`src/verilog/spi_port_pkg.sv`:
```
package spi_port_pkg;

  localparam int          WORD_W_DEF       = 16;
  localparam int          FIFO_DEPTH_DEF   = 8;
  localparam int          DIV_W            = 8;
  localparam int          CNT_W            = DIV_W + 1;
  localparam int          CLK_PERIOD_NS    = 40;
  localparam logic [1:0]  STOP_SAMPLE_RISE = 2'h2;
  localparam logic [1:0]  STOP_SAMPLE_FALL = 2'h3;
  localparam logic [7:0]  SLAVE_DIV_VALUE  = 8'h01;
  localparam logic        PIN_IDLE_RST     = 1'h1;
  localparam logic        DATA_OUT_RST     = 1'h0;

  typedef struct packed {
    logic [1:0]       clock_stop_select;
    logic             tx_clock_polarity;
    logic             tx_clock_direction;
    logic             rx_clock_direction;
    logic             tx_frame_direction;
    logic             rx_frame_direction;
    logic             tx_frame_polarity;
    logic             rx_frame_polarity;
    logic             gen_clock_source_select;
    logic [DIV_W-1:0] clock_divide_value;
  } port_cfg_t;

  typedef enum logic [2:0] {
    ST_IDLE, ST_LEAD, ST_LOW, ST_HIGH, ST_LAG, ST_SLAVE
  } xfer_state_t;

  // cycles of one serial clock phase for a divide value
  function automatic logic [CNT_W-1:0] phase_len(
    input logic [DIV_W-1:0] div,
    input logic             high
  );
    logic [CNT_W-1:0] d;
    d = {1'h0, div};
    if (div[0]) begin
      return CNT_W'((d + 1'h1) >> 1);
    end else if (div == '0) begin
      return CNT_W'(1);
    end else if (high) begin
      return CNT_W'((d >> 1) + 1'h1);
    end
    return CNT_W'(d >> 1);
  endfunction : phase_len

endpackage : spi_port_pkg

```
`src/verilog/word_fifo.sv`:
```
`timescale 1ns/1ns
module word_fifo
  import spi_port_pkg::*;
#(
  parameter int WIDTH = WORD_W_DEF,
  parameter int DEPTH = FIFO_DEPTH_DEF
) (
  input  wire logic             clk,
  input  wire logic             rst,
  input  wire logic             ce,
  input  wire logic [WIDTH-1:0] in_data,
  input  wire logic             in_valid,
  output logic                  in_ready,
  output logic [WIDTH-1:0]      out_data,
  output logic                  out_valid,
  input  wire logic             out_ready
);
  localparam int AW = (DEPTH > 1) ? $clog2(DEPTH) : 1;

  logic [WIDTH-1:0] mem [DEPTH];
  logic [AW-1:0]    wr_ptr_r;
  logic [AW-1:0]    rd_ptr_r;
  logic [AW:0]      count_r;
  logic [AW:0]      count_nxt;
  logic             push_w;
  logic             pop_w;
  logic             in_ready_r;

  function automatic logic [AW-1:0] ptr_inc(input logic [AW-1:0] p);
    return (p == AW'(DEPTH - 1)) ? '0 : AW'(p + 1'h1);
  endfunction : ptr_inc

  assign push_w    = in_valid && in_ready_r;
  assign pop_w     = out_ready && out_valid;
  assign out_valid = (count_r != '0);
  assign out_data  = mem[rd_ptr_r];
  assign in_ready  = in_ready_r;
  assign count_nxt = count_r + (AW+1)'(push_w) - (AW+1)'(pop_w);

  always_ff @(posedge clk) begin
    if (ce && push_w) begin
      mem[wr_ptr_r] <= in_data;
    end
  end

  always_ff @(posedge clk or posedge rst) begin
    if (rst) begin
      wr_ptr_r   <= '0;
      rd_ptr_r   <= '0;
      count_r    <= '0;
      in_ready_r <= 1'h0;
    end else if (ce) begin
      if (push_w) wr_ptr_r <= ptr_inc(wr_ptr_r);
      if (pop_w) rd_ptr_r <= ptr_inc(rd_ptr_r);
      count_r    <= count_nxt;
      in_ready_r <= (count_nxt != (AW+1)'(DEPTH));
    end
  end

endmodule : word_fifo

```
`src/verilog/spi_clock_stop_port.sv`:
```
// Notes on behaviour
// - master clock period is one plus divide value, in CPU cycles, or two when divide value is zero.
// - low phase is half period, or half divide value when even and nonzero.
// - high phase is half period, or half divide value plus one when even.
// - master drives the inverted internal frame as active-low slave enable.
// - slave inverts the active-low enable on its frame pins before use.
// - mode 10b: sample on rising clock edge, change after falling edge.
// - mode 11b: sample on falling clock edge, change after rising edge.
// - enable leads first falling edge by high phase (10b) or period (11b).
// - enable lags last rising edge by period (10b) or high phase (11b).
// - master 10b releases data one high phase after the last rising edge.
// - slave releases data pin once incoming enable returns high.
// - slave drives the first data bit as soon as enable goes low.
`timescale 1ns/1ns
module spi_clock_stop_port
  import spi_port_pkg::*;
#(
  parameter int WORD_W     = WORD_W_DEF,
  parameter int FIFO_DEPTH = FIFO_DEPTH_DEF
) (
  input  wire logic              clk,
  input  wire logic              rst,
  input  wire logic              ce,
  input  wire port_cfg_t         cfg,
  input  wire logic [WORD_W-1:0] tx_word_data,
  input  wire logic              tx_word_valid,
  output logic                   tx_word_ready,
  output logic [WORD_W-1:0]      rx_word_data,
  output logic                   rx_word_valid,
  input  wire logic              tx_serial_clock_pin_in,
  output logic                   tx_serial_clock_pin_out,
  output logic                   tx_serial_clock_pin_oe,
  input  wire logic              tx_frame_pin_in,
  output logic                   tx_frame_pin_out,
  output logic                   tx_frame_pin_oe,
  input  wire logic              rx_frame_pin_in,
  output logic                   tx_data_pin_out,
  output logic                   tx_data_pin_oe,
  input  wire logic              rx_data_pin,
  output logic                   busy,
  output logic                   cfg_error
);
  localparam int SC_W = $clog2(WORD_W + 1);
  localparam logic [SC_W-1:0] BITS_N    = SC_W'(WORD_W);
  localparam logic [SC_W-1:0] BITS_LAST = SC_W'(WORD_W - 1);

  ////////////////////////////////////////////////////////////////////////////
  // configuration decode

  logic             master_w;
  logic             slave_w;
  logic             mode_fall_w;
  logic             stop_on_w;
  logic [CNT_W-1:0] lo_w;
  logic [CNT_W-1:0] hi_w;
  logic [CNT_W-1:0] per_w;
  logic [CNT_W-1:0] lead_w;
  logic [CNT_W-1:0] lag_w;

  assign master_w = cfg.tx_clock_direction && cfg.tx_frame_direction
                    && !cfg.rx_clock_direction && !cfg.rx_frame_direction;
  assign slave_w = !cfg.tx_clock_direction && !cfg.tx_frame_direction
                   && !cfg.rx_clock_direction && !cfg.rx_frame_direction;
  assign mode_fall_w = (cfg.clock_stop_select == STOP_SAMPLE_FALL);
  assign stop_on_w   = cfg.clock_stop_select[1];
  assign lo_w   = phase_len(cfg.clock_divide_value, 1'h0);
  assign hi_w   = phase_len(cfg.clock_divide_value, 1'h1);
  // period is the sum of both phases
  assign per_w  = CNT_W'(lo_w + hi_w);
  // enable lead before first falling edge
  assign lead_w = mode_fall_w ? per_w : hi_w;
  // enable lag after last rising edge
  assign lag_w  = mode_fall_w ? hi_w : per_w;

  ////////////////////////////////////////////////////////////////////////////
  // state and counters

  xfer_state_t      state_r;
  xfer_state_t      state_nxt;
  logic [CNT_W-1:0] cnt_r;
  logic [CNT_W-1:0] cnt_nxt;
  logic [SC_W-1:0]  rise_cnt_r;
  logic [SC_W-1:0]  scnt_r;
  logic [WORD_W-1:0] tx_shift_r;
  logic [WORD_W-1:0] rx_shift_r;
  logic             s_ph_q_r;

  logic             fifo_valid_w;
  logic [WORD_W-1:0] fifo_data_w;
  logic             sel_w;
  logic             rx_act_w;
  logic             s_ph_w;
  logic             start_m_w;
  logic             start_s_w;
  logic             pop_w;
  logic [WORD_W-1:0] load_w;
  logic             m_rise_w;
  logic             m_fall_w;
  logic             last_rise_w;
  logic             rise_ev_w;
  logic             fall_ev_w;
  logic             sample_ev_w;
  logic             change_ev_w;
  logic             do_sample_w;
  logic             do_shift_w;
  logic             release_w;
  logic             frame_act_nxt;
  logic             ph_nxt;

  assign sel_w    = tx_frame_pin_in ^ cfg.tx_frame_polarity;
  assign rx_act_w = rx_frame_pin_in ^ cfg.rx_frame_polarity;
  assign s_ph_w   = tx_serial_clock_pin_in ~^ cfg.tx_clock_polarity;

  assign start_m_w = (state_r == ST_IDLE) && master_w && stop_on_w
                     && fifo_valid_w;
  assign start_s_w = (state_r == ST_IDLE) && slave_w && stop_on_w && sel_w;
  assign pop_w     = start_m_w || (start_s_w && fifo_valid_w);
  assign load_w    = fifo_valid_w ? fifo_data_w : '0;

  assign m_rise_w    = (state_r == ST_LOW) && (cnt_r == '0);
  assign m_fall_w    = ((state_r == ST_LEAD) || (state_r == ST_HIGH))
                       && (cnt_r == '0);
  assign last_rise_w = m_rise_w && (rise_cnt_r == BITS_LAST);

  assign rise_ev_w = master_w ? m_rise_w
                   : ((state_r == ST_SLAVE) && s_ph_w && !s_ph_q_r);
  assign fall_ev_w = master_w ? m_fall_w
                   : ((state_r == ST_SLAVE) && !s_ph_w && s_ph_q_r);
  // sample and change edges by clock stop mode
  assign sample_ev_w = mode_fall_w ? fall_ev_w : rise_ev_w;
  assign change_ev_w = mode_fall_w ? rise_ev_w : fall_ev_w;
  assign do_sample_w = sample_ev_w && (master_w || rx_act_w)
                       && (scnt_r != BITS_N);
  assign do_shift_w  = change_ev_w && (scnt_r != '0) && (scnt_r != BITS_N);

  // data release one high phase after the last rising edge
  assign release_w = (state_r == ST_LAG) && (cnt_r == CNT_W'(lag_w - hi_w));

  always_comb begin
    state_nxt = state_r;
    cnt_nxt   = (cnt_r == '0) ? cnt_r : CNT_W'(cnt_r - 1'h1);
    unique case (state_r)
      ST_IDLE: begin
        if (start_m_w) begin
          state_nxt = ST_LEAD;
          cnt_nxt   = CNT_W'(lead_w - 1'h1);
        end else if (start_s_w) begin
          state_nxt = ST_SLAVE;
        end
      end
      ST_LEAD, ST_HIGH: begin
        if (cnt_r == '0) begin
          state_nxt = ST_LOW;
          cnt_nxt   = CNT_W'(lo_w - 1'h1);
        end
      end
      ST_LOW: begin
        if (last_rise_w) begin
          state_nxt = ST_LAG;
          cnt_nxt   = CNT_W'(lag_w - 1'h1);
        end else if (cnt_r == '0) begin
          state_nxt = ST_HIGH;
          cnt_nxt   = CNT_W'(hi_w - 1'h1);
        end
      end
      ST_LAG: begin
        if (cnt_r == '0) state_nxt = ST_IDLE;
      end
      ST_SLAVE: begin
        if (!sel_w) state_nxt = ST_IDLE;
      end
      default: state_nxt = ST_IDLE;
    endcase
  end

  assign frame_act_nxt = (state_nxt == ST_LEAD) || (state_nxt == ST_LOW)
                         || (state_nxt == ST_HIGH) || (state_nxt == ST_LAG);
  assign ph_nxt        = (state_nxt != ST_LOW);

  always_ff @(posedge clk or posedge rst) begin
    if (rst) begin
      state_r    <= ST_IDLE;
      cnt_r      <= '0;
      rise_cnt_r <= '0;
      s_ph_q_r   <= PIN_IDLE_RST;
    end else if (ce) begin
      state_r    <= state_nxt;
      cnt_r      <= cnt_nxt;
      s_ph_q_r   <= s_ph_w;
      if (start_m_w) rise_cnt_r <= '0;
      else if (m_rise_w) rise_cnt_r <= SC_W'(rise_cnt_r + 1'h1);
    end
  end

  ////////////////////////////////////////////////////////////////////////////
  // pins

  always_ff @(posedge clk or posedge rst) begin
    if (rst) begin
      tx_serial_clock_pin_out <= PIN_IDLE_RST;
      tx_serial_clock_pin_oe  <= 1'h0;
      tx_frame_pin_out        <= PIN_IDLE_RST;
      tx_frame_pin_oe         <= 1'h0;
    end else if (ce) begin
      tx_serial_clock_pin_out <= ph_nxt ~^ cfg.tx_clock_polarity;
      tx_serial_clock_pin_oe  <= master_w;
      // internal frame inverted onto the pin
      tx_frame_pin_out        <= frame_act_nxt ^ cfg.tx_frame_polarity;
      tx_frame_pin_oe         <= master_w;
    end
  end

  always_ff @(posedge clk or posedge rst) begin
    if (rst) begin
      tx_shift_r      <= '0;
      tx_data_pin_out <= DATA_OUT_RST;
      tx_data_pin_oe  <= 1'h0;
    end else if (ce) begin
      if (start_m_w || start_s_w) begin
        // first bit out before any clock edge
        tx_shift_r      <= load_w;
        tx_data_pin_out <= load_w[WORD_W-1];
        tx_data_pin_oe  <= 1'h1;
      end else if (do_shift_w) begin
        tx_shift_r      <= {tx_shift_r[WORD_W-2:0], 1'h0};
        tx_data_pin_out <= tx_shift_r[WORD_W-2];
      end
      // slave releases the data pin with the enable
      if ((state_r == ST_SLAVE && !sel_w) || release_w) begin
        tx_data_pin_oe <= 1'h0;
      end
    end
  end

  ////////////////////////////////////////////////////////////////////////////
  // receive and status

  always_ff @(posedge clk or posedge rst) begin
    if (rst) begin
      rx_shift_r    <= '0;
      scnt_r        <= '0;
      rx_word_data  <= '0;
      rx_word_valid <= 1'h0;
      busy          <= 1'h0;
      cfg_error     <= 1'h0;
    end else if (ce) begin
      rx_word_valid <= 1'h0;
      if (start_m_w || start_s_w) begin
        scnt_r <= '0;
      end else if (do_sample_w) begin
        rx_shift_r <= {rx_shift_r[WORD_W-2:0], rx_data_pin};
        scnt_r     <= SC_W'(scnt_r + 1'h1);
        if (scnt_r == BITS_LAST) begin
          rx_word_data  <= {rx_shift_r[WORD_W-2:0], rx_data_pin};
          rx_word_valid <= 1'h1;
        end
      end
      busy      <= (state_nxt != ST_IDLE);
      // flag settings unfit for this mode
      cfg_error <= !(master_w || slave_w) || !cfg.tx_frame_polarity
                   || !cfg.rx_frame_polarity
                   || (slave_w && (!cfg.gen_clock_source_select
                   || cfg.clock_divide_value != SLAVE_DIV_VALUE));
    end
  end

  word_fifo #(
    .WIDTH (WORD_W),
    .DEPTH (FIFO_DEPTH)
  ) u_tx_fifo (
    .clk       (clk),
    .rst       (rst),
    .ce        (ce),
    .in_data   (tx_word_data),
    .in_valid  (tx_word_valid),
    .in_ready  (tx_word_ready),
    .out_data  (fifo_data_w),
    .out_valid (fifo_valid_w),
    .out_ready (pop_w)
  );

  ////////////////////////////////////////////////////////////////////////////
  // checks

  logic             sclk_q_r;
  logic             frame_q_r;
  logic [CNT_W-1:0] run_r;
  logic [CNT_W-1:0] frun_r;
  logic [CNT_W-1:0] hi_seen_r;
  logic             chk_w;
  logic             pin_rose_w;
  logic             pin_fell_w;

  assign chk_w      = ce && master_w && cfg.tx_clock_polarity
                      && cfg.tx_frame_polarity;
  assign pin_rose_w = tx_serial_clock_pin_out && !sclk_q_r;
  assign pin_fell_w = !tx_serial_clock_pin_out && sclk_q_r;

  always_ff @(posedge clk or posedge rst) begin
    if (rst) begin
      sclk_q_r  <= PIN_IDLE_RST;
      frame_q_r <= PIN_IDLE_RST;
      run_r     <= '0;
      frun_r    <= '0;
      hi_seen_r <= '0;
    end else if (ce) begin
      sclk_q_r  <= tx_serial_clock_pin_out;
      frame_q_r <= tx_frame_pin_out;
      if (tx_serial_clock_pin_out != sclk_q_r) run_r <= CNT_W'(1);
      else if (run_r != '1) run_r <= CNT_W'(run_r + 1'h1);
      if (tx_frame_pin_out != frame_q_r) frun_r <= CNT_W'(1);
      else if (frun_r != '1) frun_r <= CNT_W'(frun_r + 1'h1);
      if (pin_fell_w) hi_seen_r <= run_r;
    end
  end
endmodule : spi_clock_stop_port

```
`config.mk`:
```
export PLATFORM = sky130hd
export DESIGN_NAME = spi_clock_stop_port
export DESIGN_NICKNAME = d
export VERILOG_FILES = /design/src/verilog/spi_port_pkg.sv /design/src/verilog/word_fifo.sv /design/src/verilog/spi_clock_stop_port.sv
export SDC_FILE = /design/constraint.sdc
export NUM_CORES = 1
export LEC_CHECK = 0
export BUFFER_PORTS_ARGS = -buffer_cell sky130_fd_sc_hd__buf_4
export CAP_MARGIN = 15
export CORE_ASPECT_RATIO = 1.5
export CORE_MARGIN = 2
export CORE_UTILIZATION = 32
export DETAILED_ROUTE_END_ITERATION = 10
export SLEW_MARGIN = 5
export SYNTH_ARGS = -nofsm -noshare
export SYNTH_HDL_FRONTEND = slang
export SYNTH_SLANG_ARGS = --single-unit
```
`constraint.sdc`:
```
create_clock -name clk -period 5.1 [get_ports clk]
set_input_delay 1.02 -clock clk [delete_from_list [all_inputs] [get_ports clk]]
set_output_delay 1.02 -clock clk [all_outputs]
set_load 0.05 [all_outputs]
```
==> reports/metrics.yaml <==
final_cell_mix: "128 x edfxtp_1, 95 x buf_4, 83 x dfrtp_1"
coreArea_um2: 35100
grt_max_degree: 65
root_buffer: "clkbuf_16"
crit_slowest_cell: "a2111oi_1"
die_area_um2: 37300
chipHeight_um: 236
cp_max_fo: 13
finClkSkew_ns: 0.0130
drc_errors: 0
crit_start: "cfg[2]"
yosys_warnings: 0
max-cap-violations: 0
crit_arrival_ns: 4.98
io_buffers: 67
mappedNetlistNets: 1050
io_pins: 68
ys_seq_elements: 216
vdd_drop_max_mv: 0.348
grt_pass1_vias: 7872
wl_um: 27000
whs_ns: 0.486
worst_path_largest_cell_delay_ns: 0.52
r2r_slack_ns: 0.94
clk_pin_slew_ns: 0.07
layout_min_cycle_time_ns: 4.59
cts_sinks: 216
worstMarginPinSlew_ns: 1.00
num_rows: 84
layout-drive-gt1-share_pct: 20.5
synth_cell_types: 77
numCtsBuffers: 21
postCtsSetupBuffers: 0
p_int_mw: 3.60
rsz0062_at_grt: "no"
grt_util_all_layers_pct: 14.6
drt-initial-drc-count: 533
power.share.clock_pct: 30.6
grt_overflow: 0
final.setup.tns_ns: 0
reg2reg_depth: 12
sw_frac_of_total_pct: 30.3
end_kind: "flip-flop"
drv_slew: 0
grt_pass1_wl_um: 43100
synth_ff_type: "edfxtp_1"
cts_hold_buf: 0
area_growth_pct: 15.6
start_util_pct: 32.6
vias_per_cell: 5.14
worstSetupEndpoint: "tx_data_pin_oe"
post_cts_resized: 0
synth_top_area_share_pct: 33.6
post-place-ws_ns: 0.0412
first_pass_iters: 4
fmax_mhz: 218
outcome: "finished, final reports clean"
critPathLaunchType: "primary input"
power.density_nw_per_um2: 391
synth.largest_area_cell: "edfxtp_1"
path_cells: "buf_4, ha_1, xnor2_1, a21oi_1, ha_1, o31a_1, a2111oi_1, o41a_1, xnor2_1, a21oi_1, inv_1, ha_1, o21ai_0, nand2b_1, xnor2_1, or3_1, a211oi_1, a21oi_1"
hold_viol_final: 0
wl_per_cell_um: 17.8
via_count: 7803
postSynth.asyncResetShare_pct: 40.7
pwr-share-comb_pct: 26.1
syn_inst: 971
clkLatencyLatePin_ns: 0.51
fin_nets: 1110
p_leak_nw: 5.03
h-tree-depth: 1
cts_max_path_buffers: 3
die_w_um: 158
rr_endpoint: "rx_word_data[3]"
required_ns: 5.50
fillers: 3483
dpl.hpwl_um: 18600
yosysSeqAreaShare_pct: 52.9
power_switching_mw: 1.57
synth_edf_count: 128
slew_headroom_pct: 33.0
drtAntennaViolNets: 0
setup_viol: 0
diodes: 0
criticalPathCategory: "in -> reg"
ys_top_cells_by_area: "edfxtp_1 34%, dfrtp_1 19%, mux4_2 6.3%"
antenna_found_initial: 0
syn-cell-area_um2: 11400
r2r-start: "cnt_r[0]"
routabilityCongestion: 0.879
cts_tree: "built"
final_common_cell: "edfxtp_1"
post-route-period-util_pct: 89.9
setup_ws_ns: 0.515
p_seq_share_pct: 43.3
syn_area_per_cell_um2: 11.8
hold_class: "reg -> reg"
metrics by stage:
| stage | area [µm²] | power, mW | util [%] | cells |
|---|---|---|---|---|
| 5_1_grt | 13200 | 5.46 | 37.7 | 1519 |
| 4_1_cts | 13200 | 5.23 | 37.7 | 1519 |
| 3_5_place_dp | 12500 | 3.63 | 35.7 | 1481 |
| 3_3_place_gp | 12500 | 3.61 | 35.7 | 1481 |
| 6_report | 13200 | 5.16 | 37.7 | 1519 |
| 2_1_floorplan | 11400 | 3.27 | - | 971 |
registers in the layout, summed over array words and instances, names as in the netlist, 3 cells and up:
| name | flops |
|---|---|
| u_tx_fifo.wr_ptr_r | 3 |
| u_tx_fifo.rd_ptr_r | 3 |
| cnt_r | 9 |
| tx_shift_r | 15 |
| rx_shift_r | 15 |
| rise_cnt_r | 5 |
| scnt_r | 5 |
| state_r | 3 |
| u_tx_fifo.mem | 128 |
| rx_word_data | 16 |
| u_tx_fifo.count_r | 4 |
worst max-delay path, delay by kind of cell:
| kind | cells | cell delay (ns) |
|---|---|---|
| compound gates | 8 | 1.81 |
| xor+xnor | 3 | 0.52 |
| buf+inv | 2 | 0.24 |
| simple gates | 2 | 0.40 |
| fa+ha+maj | 3 | 0.99 |
layer usage:
metal	wire, µm	global-route usage, %	vias up
met3	925	1.40	40
met2	14300	26.5	148
met1	11100	17.8	3874
met4	710	4.97	0
li1	-	-	3741
met5	0	0	-
cell families after synthesis:
family,count (synthesis),synth area share [%]
AND/OR/NAND/NOR,255,11.2
flip-flops,216,52.9
AO/OA/AOI/OAI,211,11.4
buffers and inverters,96,3.48
multiplexers,90,11.8
XOR/XNOR,66,5.05
adder cells (fa/ha/maj),37,4.18
how the worst min path moves through the flow:
stage	startpoint	to	slack (ns)	depth (start not counted)
2_1_floorplan	tx_shift_r[0]	tx_shift_r[0]	0.44	2
3_3_place_gp	rise_cnt_r[4]	rise_cnt_r[4]	0.46	2
3_5_place_dp	tx_shift_r[0]	tx_shift_r[0]	0.47	2
4_1_cts	rise_cnt_r[4]	rise_cnt_r[4]	0.49	2
5_1_grt	rx_word_data[14]	rx_word_data[14]	0.49	1
6_report	rise_cnt_r[4]	rise_cnt_r[4]	0.49	2
synthesized netlist by cell type (3+ instances only):
library cell  count
a211oi_1          5
a21o_1           12
a21oi_1          62
a22oi_1           3
a31o_2            3
a31oi_1          10
and2_1            9
and3_1           10
buf_1             7
buf_2             3
clkbuf_1         43
dfrtp_1          85
dfstp_2           3
edfxtp_1        128
ha_1             35
inv_1            37
mux2_1           16
mux2_2           25
mux2i_1          17
mux4_2           32
nand2_1          74
nand2b_1          7
nand3_1          17
nand3b_1          3
nand4_1           7
nor2_1           55
nor2b_1           4
nor3_1           36
nor4_1            9
nor4b_1           3
o211ai_1          4
o21ai_0          64
o21ai_1           4
o221ai_1          3
o22ai_1           9
or2_2             3
or3_1             5
xnor2_1          42
xor2_1           24
area by class of cell:
class / count / area, µm² / share of cell area [%]
Multi-Input combinational cell: 659 / 5020 / 38.0
Inverter: 38 / 145 / 1.10
Clock inverter: 8 / 95.1 / 0.719
Clock buffer: 30 / 603 / 4.56
Sequential cell: 216 / 6050 / 45.8
Tap cell: 473 / 592 / 4.48
Timing Repair Buffer: 95 / 713 / 5.39
power groups by stage:
stage / Combinational [mW] / Sequential, mW / Clock (mW)
5_1_grt: 1.50 / 2.26 / 1.70
4_1_cts: 1.36 / 2.24 / 1.63
3_5_place_dp: 1.35 / 2.27 / 0
2_1_floorplan: 1.06 / 2.20 / 0
6_report: 1.35 / 2.24 / 1.58
3_3_place_gp: 1.34 / 2.27 / 0
Power figures use the tool's default switching activity.
